**src/logic/rccr_defs.svh**
```systemverilog
// Offsets, field positions and reset values of the reset/clock registers.
// Assumes a 32-bit APB slave that decodes byte addresses.
`ifndef RCCR_DEFS_SVH
`define RCCR_DEFS_SVH
`define RCCR_ADDR_W        12
`define RCCR_OFS_RSTSCK    12'h024
`define RCCR_OFS_PERRST    12'h028
`define RCCR_OFS_PREDIV    12'h02C
`define RCCR_OFS_KCLKSEL   12'h030
`define RCCR_OFS_VKEY      12'h100
`define RCCR_OFS_DSV       12'h134
`define RCCR_BIT_BORF      17
`define RCCR_BIT_RESET_FLAGS_CLEAR     24
`define RCCR_BIT_PLLRE     14
`define RCCR_BIT_HXRE      13
`define RCCR_BIT_ECCRE     12
`define RCCR_BIT_LVDRE     11
`define RCCR_BIT_LOCKRE    10
`define RCCR_BIT_OSCSTB    1
`define RCCR_BIT_OSCEN     0
`define RCCR_PERRST_MASK   32'h007E404B
`define RCCR_GPIO_LSB      17
`define RCCR_GPIO_MSB      22
`define RCCR_BIT_MFCRST    14
`define RCCR_BIT_CHECKSUM_UNIT_RESET    6
`define RCCR_BIT_DMUXRST   3
`define RCCR_BIT_SECOND_DMA_RESET   1
`define RCCR_BIT_FIRST_DMA_RESET   0
`define RCCR_PREDIV_MSB    3
`define RCCR_ADC_CLOCK_PRESCALER_MSB    31
`define RCCR_ADC_CLOCK_PRESCALER_LSB    27
`define RCCR_ADC_DIV_OFS   6'h02
`define RCCR_KCLK_MASK     32'hF800F0F3
`define RCCR_UNLOCK_KEY    32'h1A2B3C4D
`define RCCR_DSV_RESET     2'h3
`define RCCR_NUM_SYNC      7
`endif

```
**src/logic/rccr_pkg.sv**
```systemverilog
// Types shared by the reset/clock register block.
// Assumes the defines header is compiled alongside.
package rccr_pkg;
  // CAN kernel clock source codes
  typedef enum logic [1:0] {
    RCCR_CAN_HXTAL = 2'h0,
    RCCR_CAN_APB2  = 2'h1,
    RCCR_CAN_APB2H = 2'h2,
    RCCR_CAN_IRC8M = 2'h3
  } rccr_can_src_e;
  // Serial kernel clock source codes
  typedef enum logic [1:0] {
    RCCR_SER_HXTAL = 2'h0,
    RCCR_SER_SYS   = 2'h1,
    RCCR_SER_LXTAL = 2'h2,
    RCCR_SER_IRC8M = 2'h3
  } rccr_ser_src_e;
  // Kernel clock selections as one bundle
  typedef struct packed {
    rccr_can_src_e can_b_clock_select;
    rccr_can_src_e can_a_clock_select;
    rccr_ser_src_e serial_c_clock_select;
    rccr_ser_src_e serial_b_clock_select;
    rccr_ser_src_e serial_a_clock_select;
  } rccr_kclk_s;
  // Peripheral reset lines
  typedef struct packed {
    logic [5:0] gpio_reset;
    logic       multifunc_comm_reset;
    logic       checksum_unit_reset;
    logic       dma_request_mux_reset;
    logic       second_dma_reset;
    logic       first_dma_reset;
  } rccr_perrst_s;
endpackage

```
**src/logic/rccr_regs.sv**
```systemverilog
// Reset-source, peripheral-reset and clock-config registers on APB.
// Assumes monitor/error inputs come from other domains and are synced.
//
// Implementation choice: the APB interface to the registers.
`timescale 1ns/1ns
`default_nettype none
`include "rccr_defs.svh"
module rccr_regs
  import rccr_pkg::*;
(
  input  wire logic        CLOCK,
  input  wire logic        RST_B,
  input  wire logic        PSEL,
  input  wire logic        PENABLE,
  input  wire logic        PWRITE,
  input  wire logic [11:0] PADDR,
  input  wire logic [31:0] PWDATA,
  output var  logic [31:0] PRDATA,
  output var  logic        PREADY,
  output var  logic        PSLVERR,
  input  wire logic        BOR_EVENT,
  input  wire logic        PLL_MON_ERR,
  input  wire logic        HXTAL_MON_ERR,
  input  wire logic        ECC_DBL_ERR,
  input  wire logic        LVD_LOW,
  input  wire logic        CPU_LOCKUP,
  input  wire logic        SLOW_OSC_READY,
  input  wire logic        PLL_MON_IRQ_EN,
  output var  logic        SYS_RESET_REQ,
  output var  logic        PLL_MON_IRQ,
  output var  logic        SLOW_OSC_ENABLE,
  output var  rccr_perrst_s PERIPH_RESET,
  output var  logic [3:0]  PLL_PREDIV,
  output var  logic        ADC_CLK_TICK,
  output var  rccr_kclk_s  KERNEL_CLK_SEL,
  output var  logic [1:0]  DEEP_SLEEP_VSEL
);

  logic [6:0]  sync1_q;
  logic [6:0]  sync2_q;
  logic        bor_s;
  logic        bor_d1_q;
  logic        pll_err_s;
  logic        hx_err_s;
  logic        ecc_err_s;
  logic        lvd_s;
  logic        lock_s;
  logic        osc_rdy_s;
  logic        brownout_reset_flag_q;
  logic [4:0]  rst_en_q;
  logic        slow_osc_enable_q;
  logic [31:0] perrst_q;
  logic [3:0]  prediv_q;
  logic [31:0] kclk_q;
  logic [1:0]  dsv_q;
  logic        unlock_q;
  logic        wr_en;
  logic        setup;
  logic        hit;
  logic        flag_clr;
  logic [31:0] rd_mux;
  logic [5:0]  adc_cnt_q;
  logic [5:0]  adc_div;
  logic        sys_rst_q;
  logic        pll_irq_q;
  logic        tick_q;

  // Two-flop synchronisers for all asynchronous inputs
  always_ff @(posedge CLOCK or negedge RST_B) begin
    if (!RST_B) begin
      sync1_q <= 7'h00;
      sync2_q <= 7'h00;
    end else begin
      sync1_q <= {SLOW_OSC_READY, CPU_LOCKUP, LVD_LOW, ECC_DBL_ERR,
                  HXTAL_MON_ERR, PLL_MON_ERR, BOR_EVENT};
      sync2_q <= sync1_q;
    end
  end
  assign bor_s     = sync2_q[0];
  assign pll_err_s = sync2_q[1];
  assign hx_err_s  = sync2_q[2];
  assign ecc_err_s = sync2_q[3];
  assign lvd_s     = sync2_q[4];
  assign lock_s    = sync2_q[5];
  assign osc_rdy_s = sync2_q[6];

  // APB decode: zero wait states, write takes effect in access phase
  assign setup  = PSEL && !PENABLE;
  assign wr_en  = PSEL && PENABLE && PWRITE && hit;
  assign PREADY = 1'b1;
  always_comb begin
    unique case (PADDR)
      `RCCR_OFS_RSTSCK, `RCCR_OFS_PERRST, `RCCR_OFS_PREDIV,
      `RCCR_OFS_KCLKSEL, `RCCR_OFS_VKEY, `RCCR_OFS_DSV: hit = 1'b1;
      default: hit = 1'b0;
    endcase
  end
  assign flag_clr = wr_en && (PADDR == `RCCR_OFS_RSTSCK)
                    && PWDATA[`RCCR_BIT_RESET_FLAGS_CLEAR];

  // Read mux; reserved bits zero
  always_comb begin
    rd_mux = 32'h0000_0000;
    unique case (PADDR)
      `RCCR_OFS_RSTSCK: begin
        rd_mux[`RCCR_BIT_BORF]   = brownout_reset_flag_q;
        rd_mux[14:10]            = rst_en_q;
        rd_mux[`RCCR_BIT_OSCSTB] = slow_osc_enable_q && osc_rdy_s;
        rd_mux[`RCCR_BIT_OSCEN]  = slow_osc_enable_q;
      end
      `RCCR_OFS_PERRST:  rd_mux = perrst_q;
      `RCCR_OFS_PREDIV:  rd_mux[3:0] = prediv_q;
      `RCCR_OFS_KCLKSEL: rd_mux = kclk_q;
      `RCCR_OFS_VKEY:    rd_mux = 32'h0000_0000;
      `RCCR_OFS_DSV:     rd_mux[1:0] = dsv_q;
      default:           rd_mux = 32'h0000_0000;
    endcase
  end

  // Read data and error captured in the setup cycle
  always_ff @(posedge CLOCK or negedge RST_B) begin
    if (!RST_B) begin
      PRDATA  <= 32'h0000_0000;
      PSLVERR <= 1'b0;
    end else if (setup) begin
      PRDATA  <= PWRITE ? 32'h0000_0000 : rd_mux;
      PSLVERR <= !hit;
    end
  end

  property p_unmapped;
    @(posedge CLOCK) disable iff (!RST_B)
      setup && !hit |=> PSLVERR && PRDATA == 32'h0000_0000;
  endproperty
  a_unmapped: assert property (p_unmapped) else $error("unmapped access not flagged");

  always_ff @(posedge CLOCK or negedge RST_B) begin
    if (!RST_B) begin
      bor_d1_q              <= 1'b0;
      brownout_reset_flag_q <= 1'b0;
    end else begin
      bor_d1_q <= bor_s;
      if (bor_s && !bor_d1_q) begin
        brownout_reset_flag_q <= 1'b1;
      end else if (flag_clr) begin
        brownout_reset_flag_q <= 1'b0;
      end
    end
  end

  // Reset enables and slow oscillator enable
  always_ff @(posedge CLOCK or negedge RST_B) begin
    if (!RST_B) begin
      rst_en_q          <= 5'h00;
      slow_osc_enable_q <= 1'b0;
    end else if (wr_en && PADDR == `RCCR_OFS_RSTSCK) begin
      rst_en_q          <= PWDATA[14:10];
      slow_osc_enable_q <= PWDATA[`RCCR_BIT_OSCEN];
    end
  end
  assign SLOW_OSC_ENABLE = slow_osc_enable_q;

  // Reset request and PLL monitor interrupt
  always_ff @(posedge CLOCK or negedge RST_B) begin
    if (!RST_B) begin
      sys_rst_q <= 1'b0;
      pll_irq_q <= 1'b0;
    end else begin
      sys_rst_q <= (pll_err_s && rst_en_q[4]) || (hx_err_s && rst_en_q[3])
                || (ecc_err_s && rst_en_q[2]) || (lvd_s && rst_en_q[1])
                || (lock_s && rst_en_q[0]);
      pll_irq_q <= pll_err_s && !rst_en_q[4] && PLL_MON_IRQ_EN;
    end
  end
  assign SYS_RESET_REQ = sys_rst_q;
  assign PLL_MON_IRQ   = pll_irq_q;

  property p_ecc_rst;
    @(posedge CLOCK) disable iff (!RST_B)
      ecc_err_s && rst_en_q[2] |=> SYS_RESET_REQ;
  endproperty
  a_ecc_rst: assert property (p_ecc_rst) else $error("ecc reset missing");

  property p_lvd_rst;
    @(posedge CLOCK) disable iff (!RST_B)
      lvd_s && rst_en_q[1] |=> SYS_RESET_REQ;
  endproperty
  a_lvd_rst: assert property (p_lvd_rst) else $error("low voltage reset missing");

  property p_lock_rst;
    @(posedge CLOCK) disable iff (!RST_B)
      lock_s && rst_en_q[0] |=> SYS_RESET_REQ;
  endproperty
  a_lock_rst: assert property (p_lock_rst) else $error("lock-up reset missing");

  property p_hx_quiet;
    @(posedge CLOCK) disable iff (!RST_B)
      hx_err_s && !rst_en_q[3] && !pll_err_s && !ecc_err_s && !lvd_s && !lock_s
      |=> !SYS_RESET_REQ;
  endproperty
  a_hx_quiet: assert property (p_hx_quiet) else $error("crystal reset while off");

  property p_pll_irq;
    @(posedge CLOCK) disable iff (!RST_B)
      pll_err_s && !rst_en_q[4] && PLL_MON_IRQ_EN |=> PLL_MON_IRQ;
  endproperty
  a_pll_irq: assert property (p_pll_irq) else $error("pll interrupt missing");

  // Peripheral reset register
  always_ff @(posedge CLOCK or negedge RST_B) begin
    if (!RST_B) begin
      perrst_q <= 32'h0000_0000;
    end else if (wr_en && PADDR == `RCCR_OFS_PERRST) begin
      perrst_q <= PWDATA & `RCCR_PERRST_MASK;
    end
  end
  // Peripheral reset lines, one process drives the whole bundle
  always_comb begin
    PERIPH_RESET.gpio_reset            = perrst_q[`RCCR_GPIO_MSB:`RCCR_GPIO_LSB];
    PERIPH_RESET.multifunc_comm_reset  = perrst_q[`RCCR_BIT_MFCRST];
    PERIPH_RESET.checksum_unit_reset   = perrst_q[`RCCR_BIT_CHECKSUM_UNIT_RESET];
    PERIPH_RESET.dma_request_mux_reset = perrst_q[`RCCR_BIT_DMUXRST];
    PERIPH_RESET.second_dma_reset      = perrst_q[`RCCR_BIT_SECOND_DMA_RESET];
    PERIPH_RESET.first_dma_reset       = perrst_q[`RCCR_BIT_FIRST_DMA_RESET];
  end

  // Predivider and kernel clock selects
  always_ff @(posedge CLOCK or negedge RST_B) begin
    if (!RST_B) begin
      prediv_q <= 4'h0;
      kclk_q   <= 32'h0000_0000;
    end else begin
      // predivider code, ratio is code plus one
      if (wr_en && PADDR == `RCCR_OFS_PREDIV) begin
        prediv_q <= PWDATA[`RCCR_PREDIV_MSB:0];
      end
      if (wr_en && PADDR == `RCCR_OFS_KCLKSEL) begin
        kclk_q <= PWDATA & `RCCR_KCLK_MASK;
      end
    end
  end
  assign PLL_PREDIV = prediv_q;

  property p_prediv;
    @(posedge CLOCK) disable iff (!RST_B)
      wr_en && PADDR == `RCCR_OFS_PREDIV |=> PLL_PREDIV == $past(PWDATA[3:0]);
  endproperty
  a_prediv: assert property (p_prediv) else $error("predivider not taken");

  // Kernel clock selects, one process drives the whole bundle
  always_comb begin
    KERNEL_CLK_SEL.can_b_clock_select    = rccr_can_src_e'(kclk_q[15:14]);
    KERNEL_CLK_SEL.can_a_clock_select    = rccr_can_src_e'(kclk_q[13:12]);
    KERNEL_CLK_SEL.serial_c_clock_select = rccr_ser_src_e'(kclk_q[7:6]);
    KERNEL_CLK_SEL.serial_b_clock_select = rccr_ser_src_e'(kclk_q[5:4]);
    KERNEL_CLK_SEL.serial_a_clock_select = rccr_ser_src_e'(kclk_q[1:0]);
  end

  assign adc_div = {1'b0, kclk_q[`RCCR_ADC_CLOCK_PRESCALER_MSB:`RCCR_ADC_CLOCK_PRESCALER_LSB]}
                   + `RCCR_ADC_DIV_OFS;
  always_ff @(posedge CLOCK or negedge RST_B) begin
    if (!RST_B) begin
      adc_cnt_q <= 6'h00;
      tick_q    <= 1'b0;
    end else begin
      tick_q <= (adc_cnt_q >= adc_div - 6'h01);
      if (adc_cnt_q >= adc_div - 6'h01) begin
        adc_cnt_q <= 6'h00;
      end else begin
        adc_cnt_q <= adc_cnt_q + 6'h01;
      end
    end
  end
  assign ADC_CLK_TICK = tick_q;

  // Unlock key and deep-sleep voltage
  always_ff @(posedge CLOCK or negedge RST_B) begin
    if (!RST_B) begin
      unlock_q <= 1'b0;
      dsv_q    <= `RCCR_DSV_RESET;
    end else if (wr_en && PADDR == `RCCR_OFS_VKEY) begin
      unlock_q <= (PWDATA == `RCCR_UNLOCK_KEY);
    end else if (wr_en && PADDR == `RCCR_OFS_DSV) begin
      unlock_q <= 1'b0;
      if (unlock_q) begin
        dsv_q <= PWDATA[1:0];
      end
    end
  end
  assign DEEP_SLEEP_VSEL = dsv_q;

  property p_dsv_write;
    @(posedge CLOCK) disable iff (!RST_B)
      wr_en && PADDR == `RCCR_OFS_DSV && unlock_q |=> DEEP_SLEEP_VSEL == $past(PWDATA[1:0]);
  endproperty
  a_dsv_write: assert property (p_dsv_write) else $error("keyed write lost");

  property p_bor_sticky;
    @(posedge CLOCK) disable iff (!RST_B)
      brownout_reset_flag_q && !flag_clr |=> brownout_reset_flag_q;
  endproperty
  a_bor_sticky: assert property (p_bor_sticky) else $error("flag lost");

  property p_clr;
    @(posedge CLOCK) disable iff (!RST_B)
      flag_clr && !(bor_s && !bor_d1_q) |=> !brownout_reset_flag_q;
  endproperty
  a_clr: assert property (p_clr) else $error("flag not cleared");

  property p_pll_rst;
    @(posedge CLOCK) disable iff (!RST_B)
      pll_err_s && rst_en_q[4] |=> SYS_RESET_REQ && !PLL_MON_IRQ;
  endproperty
  a_pll_rst: assert property (p_pll_rst) else $error("pll reset missing");

  property p_hx_rst;
    @(posedge CLOCK) disable iff (!RST_B)
      hx_err_s && rst_en_q[3] |=> SYS_RESET_REQ;
  endproperty
  a_hx_rst: assert property (p_hx_rst) else $error("hxtal reset missing");

  property p_no_rst;
    @(posedge CLOCK) disable iff (!RST_B)
      !pll_err_s && !hx_err_s && !ecc_err_s && !lvd_s && !lock_s
      |=> !SYS_RESET_REQ;
  endproperty
  a_no_rst: assert property (p_no_rst) else $error("spurious reset");

  property p_osc_stb;
    @(posedge CLOCK) disable iff (!RST_B)
      setup && !PWRITE && PADDR == `RCCR_OFS_RSTSCK && !slow_osc_enable_q
      |=> !PRDATA[`RCCR_BIT_OSCSTB];
  endproperty
  a_osc_stb: assert property (p_osc_stb) else $error("stable while off");

  property p_key_rd;
    @(posedge CLOCK) disable iff (!RST_B)
      setup && !PWRITE && PADDR == `RCCR_OFS_VKEY |=> PRDATA == 32'h0;
  endproperty
  a_key_rd: assert property (p_key_rd) else $error("key read nonzero");

  property p_dsv_lock;
    @(posedge CLOCK) disable iff (!RST_B)
      wr_en && PADDR == `RCCR_OFS_DSV && !unlock_q |=> $stable(dsv_q);
  endproperty
  a_dsv_lock: assert property (p_dsv_lock) else $error("locked write");

  property p_adc_tick;
    @(posedge CLOCK) disable iff (!RST_B)
      ADC_CLK_TICK && $stable(kclk_q) |=> !ADC_CLK_TICK;
  endproperty
  a_adc_tick: assert property (p_adc_tick) else $error("tick too close");

endmodule // rccr_regs
`default_nettype wire

```
**config.mk**
```make
export PLATFORM = sky130hd
export DESIGN_NAME = rccr_regs
export DESIGN_NICKNAME = d
export VERILOG_FILES = /design/src/logic/rccr_pkg.sv /design/src/logic/rccr_regs.sv
export VERILOG_INCLUDE_DIRS = /design/src /design/src/logic
export SDC_FILE = /design/constraint.sdc
export NUM_CORES = 1
export LEC_CHECK = 0
export ABC_AREA = 1
export BUFFER_PORTS_ARGS = -buffer_cell sky130_fd_sc_hd__buf_2
export CAP_MARGIN = 20
export CORE_MARGIN = 2
export CORE_UTILIZATION = 47
export DETAILED_ROUTE_END_ITERATION = 16
export GPL_TIMING_DRIVEN = 0
export HOLD_SLACK_MARGIN = 0.06
export PLACE_DENSITY = 0.81
export SLEW_MARGIN = 20
export SYNTH_ARGS = -nofsm -noshare
export SYNTH_HDL_FRONTEND = slang
export SYNTH_SLANG_ARGS = --single-unit
```
**constraint.sdc**
```tcl
create_clock -name CLOCK -period 1.74 [get_ports CLOCK]
set_input_delay 0.087 -clock CLOCK [delete_from_list [all_inputs] [get_ports CLOCK]]
set_output_delay 0.087 -clock CLOCK [all_outputs]
set_load 0.01 [all_outputs]
```
==> flow_metrics.env <==
export IMPL_start_util_pct=48.2
export IMPL_ys_async_sr_fraction_pct=100
export IMPL_root_buffer="clkbuf_8"
export IMPL_ant_nets=0
export IMPL_antenna_found_initial=0
export IMPL_io_buffers=113
export IMPL_yosys_warnings=0
export IMPL_relSlewSlack_pct=56.2
export IMPL_cts_tree="built"
export IMPL_syn_to_final_growth_pct=34.5
export IMPL_dieArea_sq_mm=0.00962
export IMPL_fmax_mhz=508
export IMPL_core_sq_mm=0.00864
export IMPL_path_clk_slew_ps=90
export IMPL_ys_flop_type="dfrtp_1"
export IMPL_fin_ws_ps=-229
export IMPL_grt_overflow_total=0
export IMPL_instances_no_fill=737
export IMPL_status="finished, violations left"
export IMPL_drive_gt1_share_pct=30.8
export IMPL_power_density_mw_per_mm2=717
export IMPL_finalHoldViolCount=0
export IMPL_leakagePower_nw=3.09
export IMPL_slew_violations=0
export IMPL_routedWlPerCell_um=14.9
export IMPL_drt_first_pass_iters=5
export IMPL_via_per_inst=5.22
export IMPL_clk_path_buf_depth=2
export IMPL_drc=0
export IMPL_setup_viol=7
export IMPL_htreeDepth=3
export IMPL_synth_edf_count=0
export IMPL_holdCritStartpoint="PWDATA[24]"
export IMPL_synthDistinctLibCells=36
export IMPL_synth_cell_area_sq_mm=0.00416
export IMPL_yosys_top_cells_area="dfrtp_1 53%, nand2_1 11%, inv_1 4.3%, a32o_1 4.1%, buf_4 3.2%"
export IMPL_grt_setup_unrepaired="yes"
export IMPL_cp_start_kind="register"
export IMPL_rows=34
export IMPL_finalCriticalPeriod_ps=1970
export IMPL_crit_path_max_fanout=4
export IMPL_grt_total_usage_pct=23.9
export IMPL_yosysTopAreaCell="dfrtp_1"
export IMPL_drv_cap=0
export IMPL_syn_inst=451
export IMPL_syn_avg_cell_area_sq_um=9.23
export IMPL_final_area_sq_mm=0.00560
export IMPL_violations="setup timing"
export IMPL_fp_dieH_um=98.1
export IMPL_fill_cells=705
export IMPL_dpl_cell_area_sq_mm=0.00492
export IMPL_dp_final_hpwl_um=7700
export IMPL_seq_area_frac_synth_pct=54.2
export IMPL_place_congestion=0.878
export IMPL_cts_buffers_inserted=9
export IMPL_regToRegStartpoint="kclk_q[27]"
export IMPL_placed_cells=679
export IMPL_grt_pass1_vias=3827
export IMPL_clkLatencyLatePin_ps=360
export IMPL_ys_ff_latch=90
export IMPL_synth_top_area_share_pct=52.9
export IMPL_layout_nets=689
export IMPL_vias=3848
export IMPL_io_pins=122
export IMPL_fin_crit_sh_pct=113
export IMPL_grt_pass1_wl_um=18100
export IMPL_grt_max_degree=47
export IMPL_worstPathRequired_ps=2000
export IMPL_cp_end_kind="register"
export IMPL_antenna_cells=0
export IMPL_hold_class="primary input to register"
export IMPL_routed_wl_um=11000
export IMPL_die_x_um=98.1
export IMPL_crit_start="kclk_q[27]"
export IMPL_cp_data_arrival_time_ps=2230
export IMPL_drt_iter0_drc=234
export IMPL_peakVddDrop_uv=783
export IMPL_crit_type="register to register"
export IMPL_clock_sink_count=90
export IMPL_worst_slew_pin_slew_ps=657
export IMPL_skew_ps=5.90
==> layer usage <==
metal	global-route usage, %	part of all wire, %	up-vias
li1	-	-	1809
met1	31.6	42	1834
met2	38.9	48	172
met3	4.29	6.9	33
met4	10.3	3.0	0
met5	0	0	-
==> where the power goes <==
group	switching (mW)	leakage, nW	total, mW	internal, mW
logic	0.158	1.78	0.291	0.132
registers	0.00665	1.20	2.12	2.11
clock network	0.782	0.106	1.60	0.821
==> synthesized netlist by cell type (4+ instances only) <==
cell type / number
nor2_2: 4
clkbuf_1: 5
o21ai_2: 5
nand3_1: 27
o21ai_1: 22
buf_4: 18
a21oi_1: 4
nand4_1: 8
dfrtp_1: 88
ha_1: 8
a22o_1: 9
nand2_1: 118
a32o_1: 17
nor4_1: 4
inv_1: 48
nor2_1: 29
==> logic make-up (layout without fill, tap and decap cells) <==
logic type | count (synthesis) | in the layout | synth area share, %
compound gates | 63 | 63 | 11.2
xor+xnor | 5 | 5 | 1.05
fa+ha+maj | 8 | 8 | 2.41
buf+inv | 81 | 253 | 9.56
flops | 90 | 90 | 54.2
other cells | 2 | 8 | 0.180
simple gates | 202 | 202 | 21.4
==> cell usage in the layout, fill, tap and decap left out, drive strengths merged, types with 3 or more instances in the layout <==
cell / instances
dlygate4sd3: 34
nand2: 122
conb: 8
nand3: 27
ha: 8
a22o: 9
a21oi: 4
dfrtp: 88
nor4: 4
xnor2: 3
o21ai: 29
inv: 53
nand4: 8
nor2: 36
clkbuf: 14
a32o: 17
buf: 146
==> registers in the layout, indices dropped and copies added (netlist names), 2 cells and up <==
register,flops
DEEP_SLEEP_VSEL,2
PLL_PREDIV,4
PRDATA,25
adc_cnt_q,6
kclk_q,15
perrst_q,11
rst_en_q,5
sync1_q,7
sync2_q,7
==> cell type report <==
| type | count | area, sq um | share of cell area (%) |
|---|---|---|---|
| buffer | 29 | 203 | 3.62 |
| clock buffer | 9 | 124 | 2.21 |
| clock inverter | 7 | 101 | 1.81 |
| inverter | 52 | 195 | 3.49 |
| multi-input combinational | 286 | 1590 | 28.4 |
| sequential | 90 | 2250 | 40.3 |
| tap | 108 | 135 | 2.41 |
| timing repair buffer | 156 | 996 | 17.8 |
==> critical path, cell delays in order, from the launching register on <==
cell and delay [ps]:
dfrtp_1 400, ha_2 210, nand3_2 100, xnor2_2 150, inv_1 60, ha_1 290
nand2_2 60, buf_4 140, o2111ai_4 260, buf_6 150, nor2_1 30
==> repair_timing <==
| item | in CTS | in global routing |
|---|---|---|
| pin swaps | 6 | 5 |
| setup buffers | 6 | 2 |
| setup endpoints to repair | 7 | 8 |
| gates resized for setup | 3 | 8 |
| hold endpoints to repair | 83 | 0 |
| gates cloned | 0 | 0 |
| hold buffers | 34 | 0 |
==> stage by stage <==
step | util (%) | setup TNS [ps] | power (mW) | hold slack, ps | setup slack (ps)
2_1_floorplan | - | -115 | 2.24 | -209 | -64.2
3_3_place_gp | 56.7 | -12190 | 2.38 | 194 | -204
3_5_place_dp | 57.0 | -1400 | 2.39 | 132 | -294
4_1_cts | 64.1 | -1340 | 4.03 | 89.3 | -206
5_1_grt | 64.8 | -2510 | 4.15 | 112 | -368
6_report | 64.8 | -1510 | 4.01 | 96.1 | -229
==> final timing paths <==
check	to	slack [ps]	cells after the start
max in group asynchronous	DEEP_SLEEP_VSEL[1]	780	3
max reg2reg	adc_cnt_q[5]	-230	10
min reg2reg	sync2_q[1]	350	0
min in group asynchronous	perrst_q[21]	260	2
min	brownout_reset_flag_q	100	4
max	adc_cnt_q[5]	-230	10
Power figures use the tool's default switching activity.
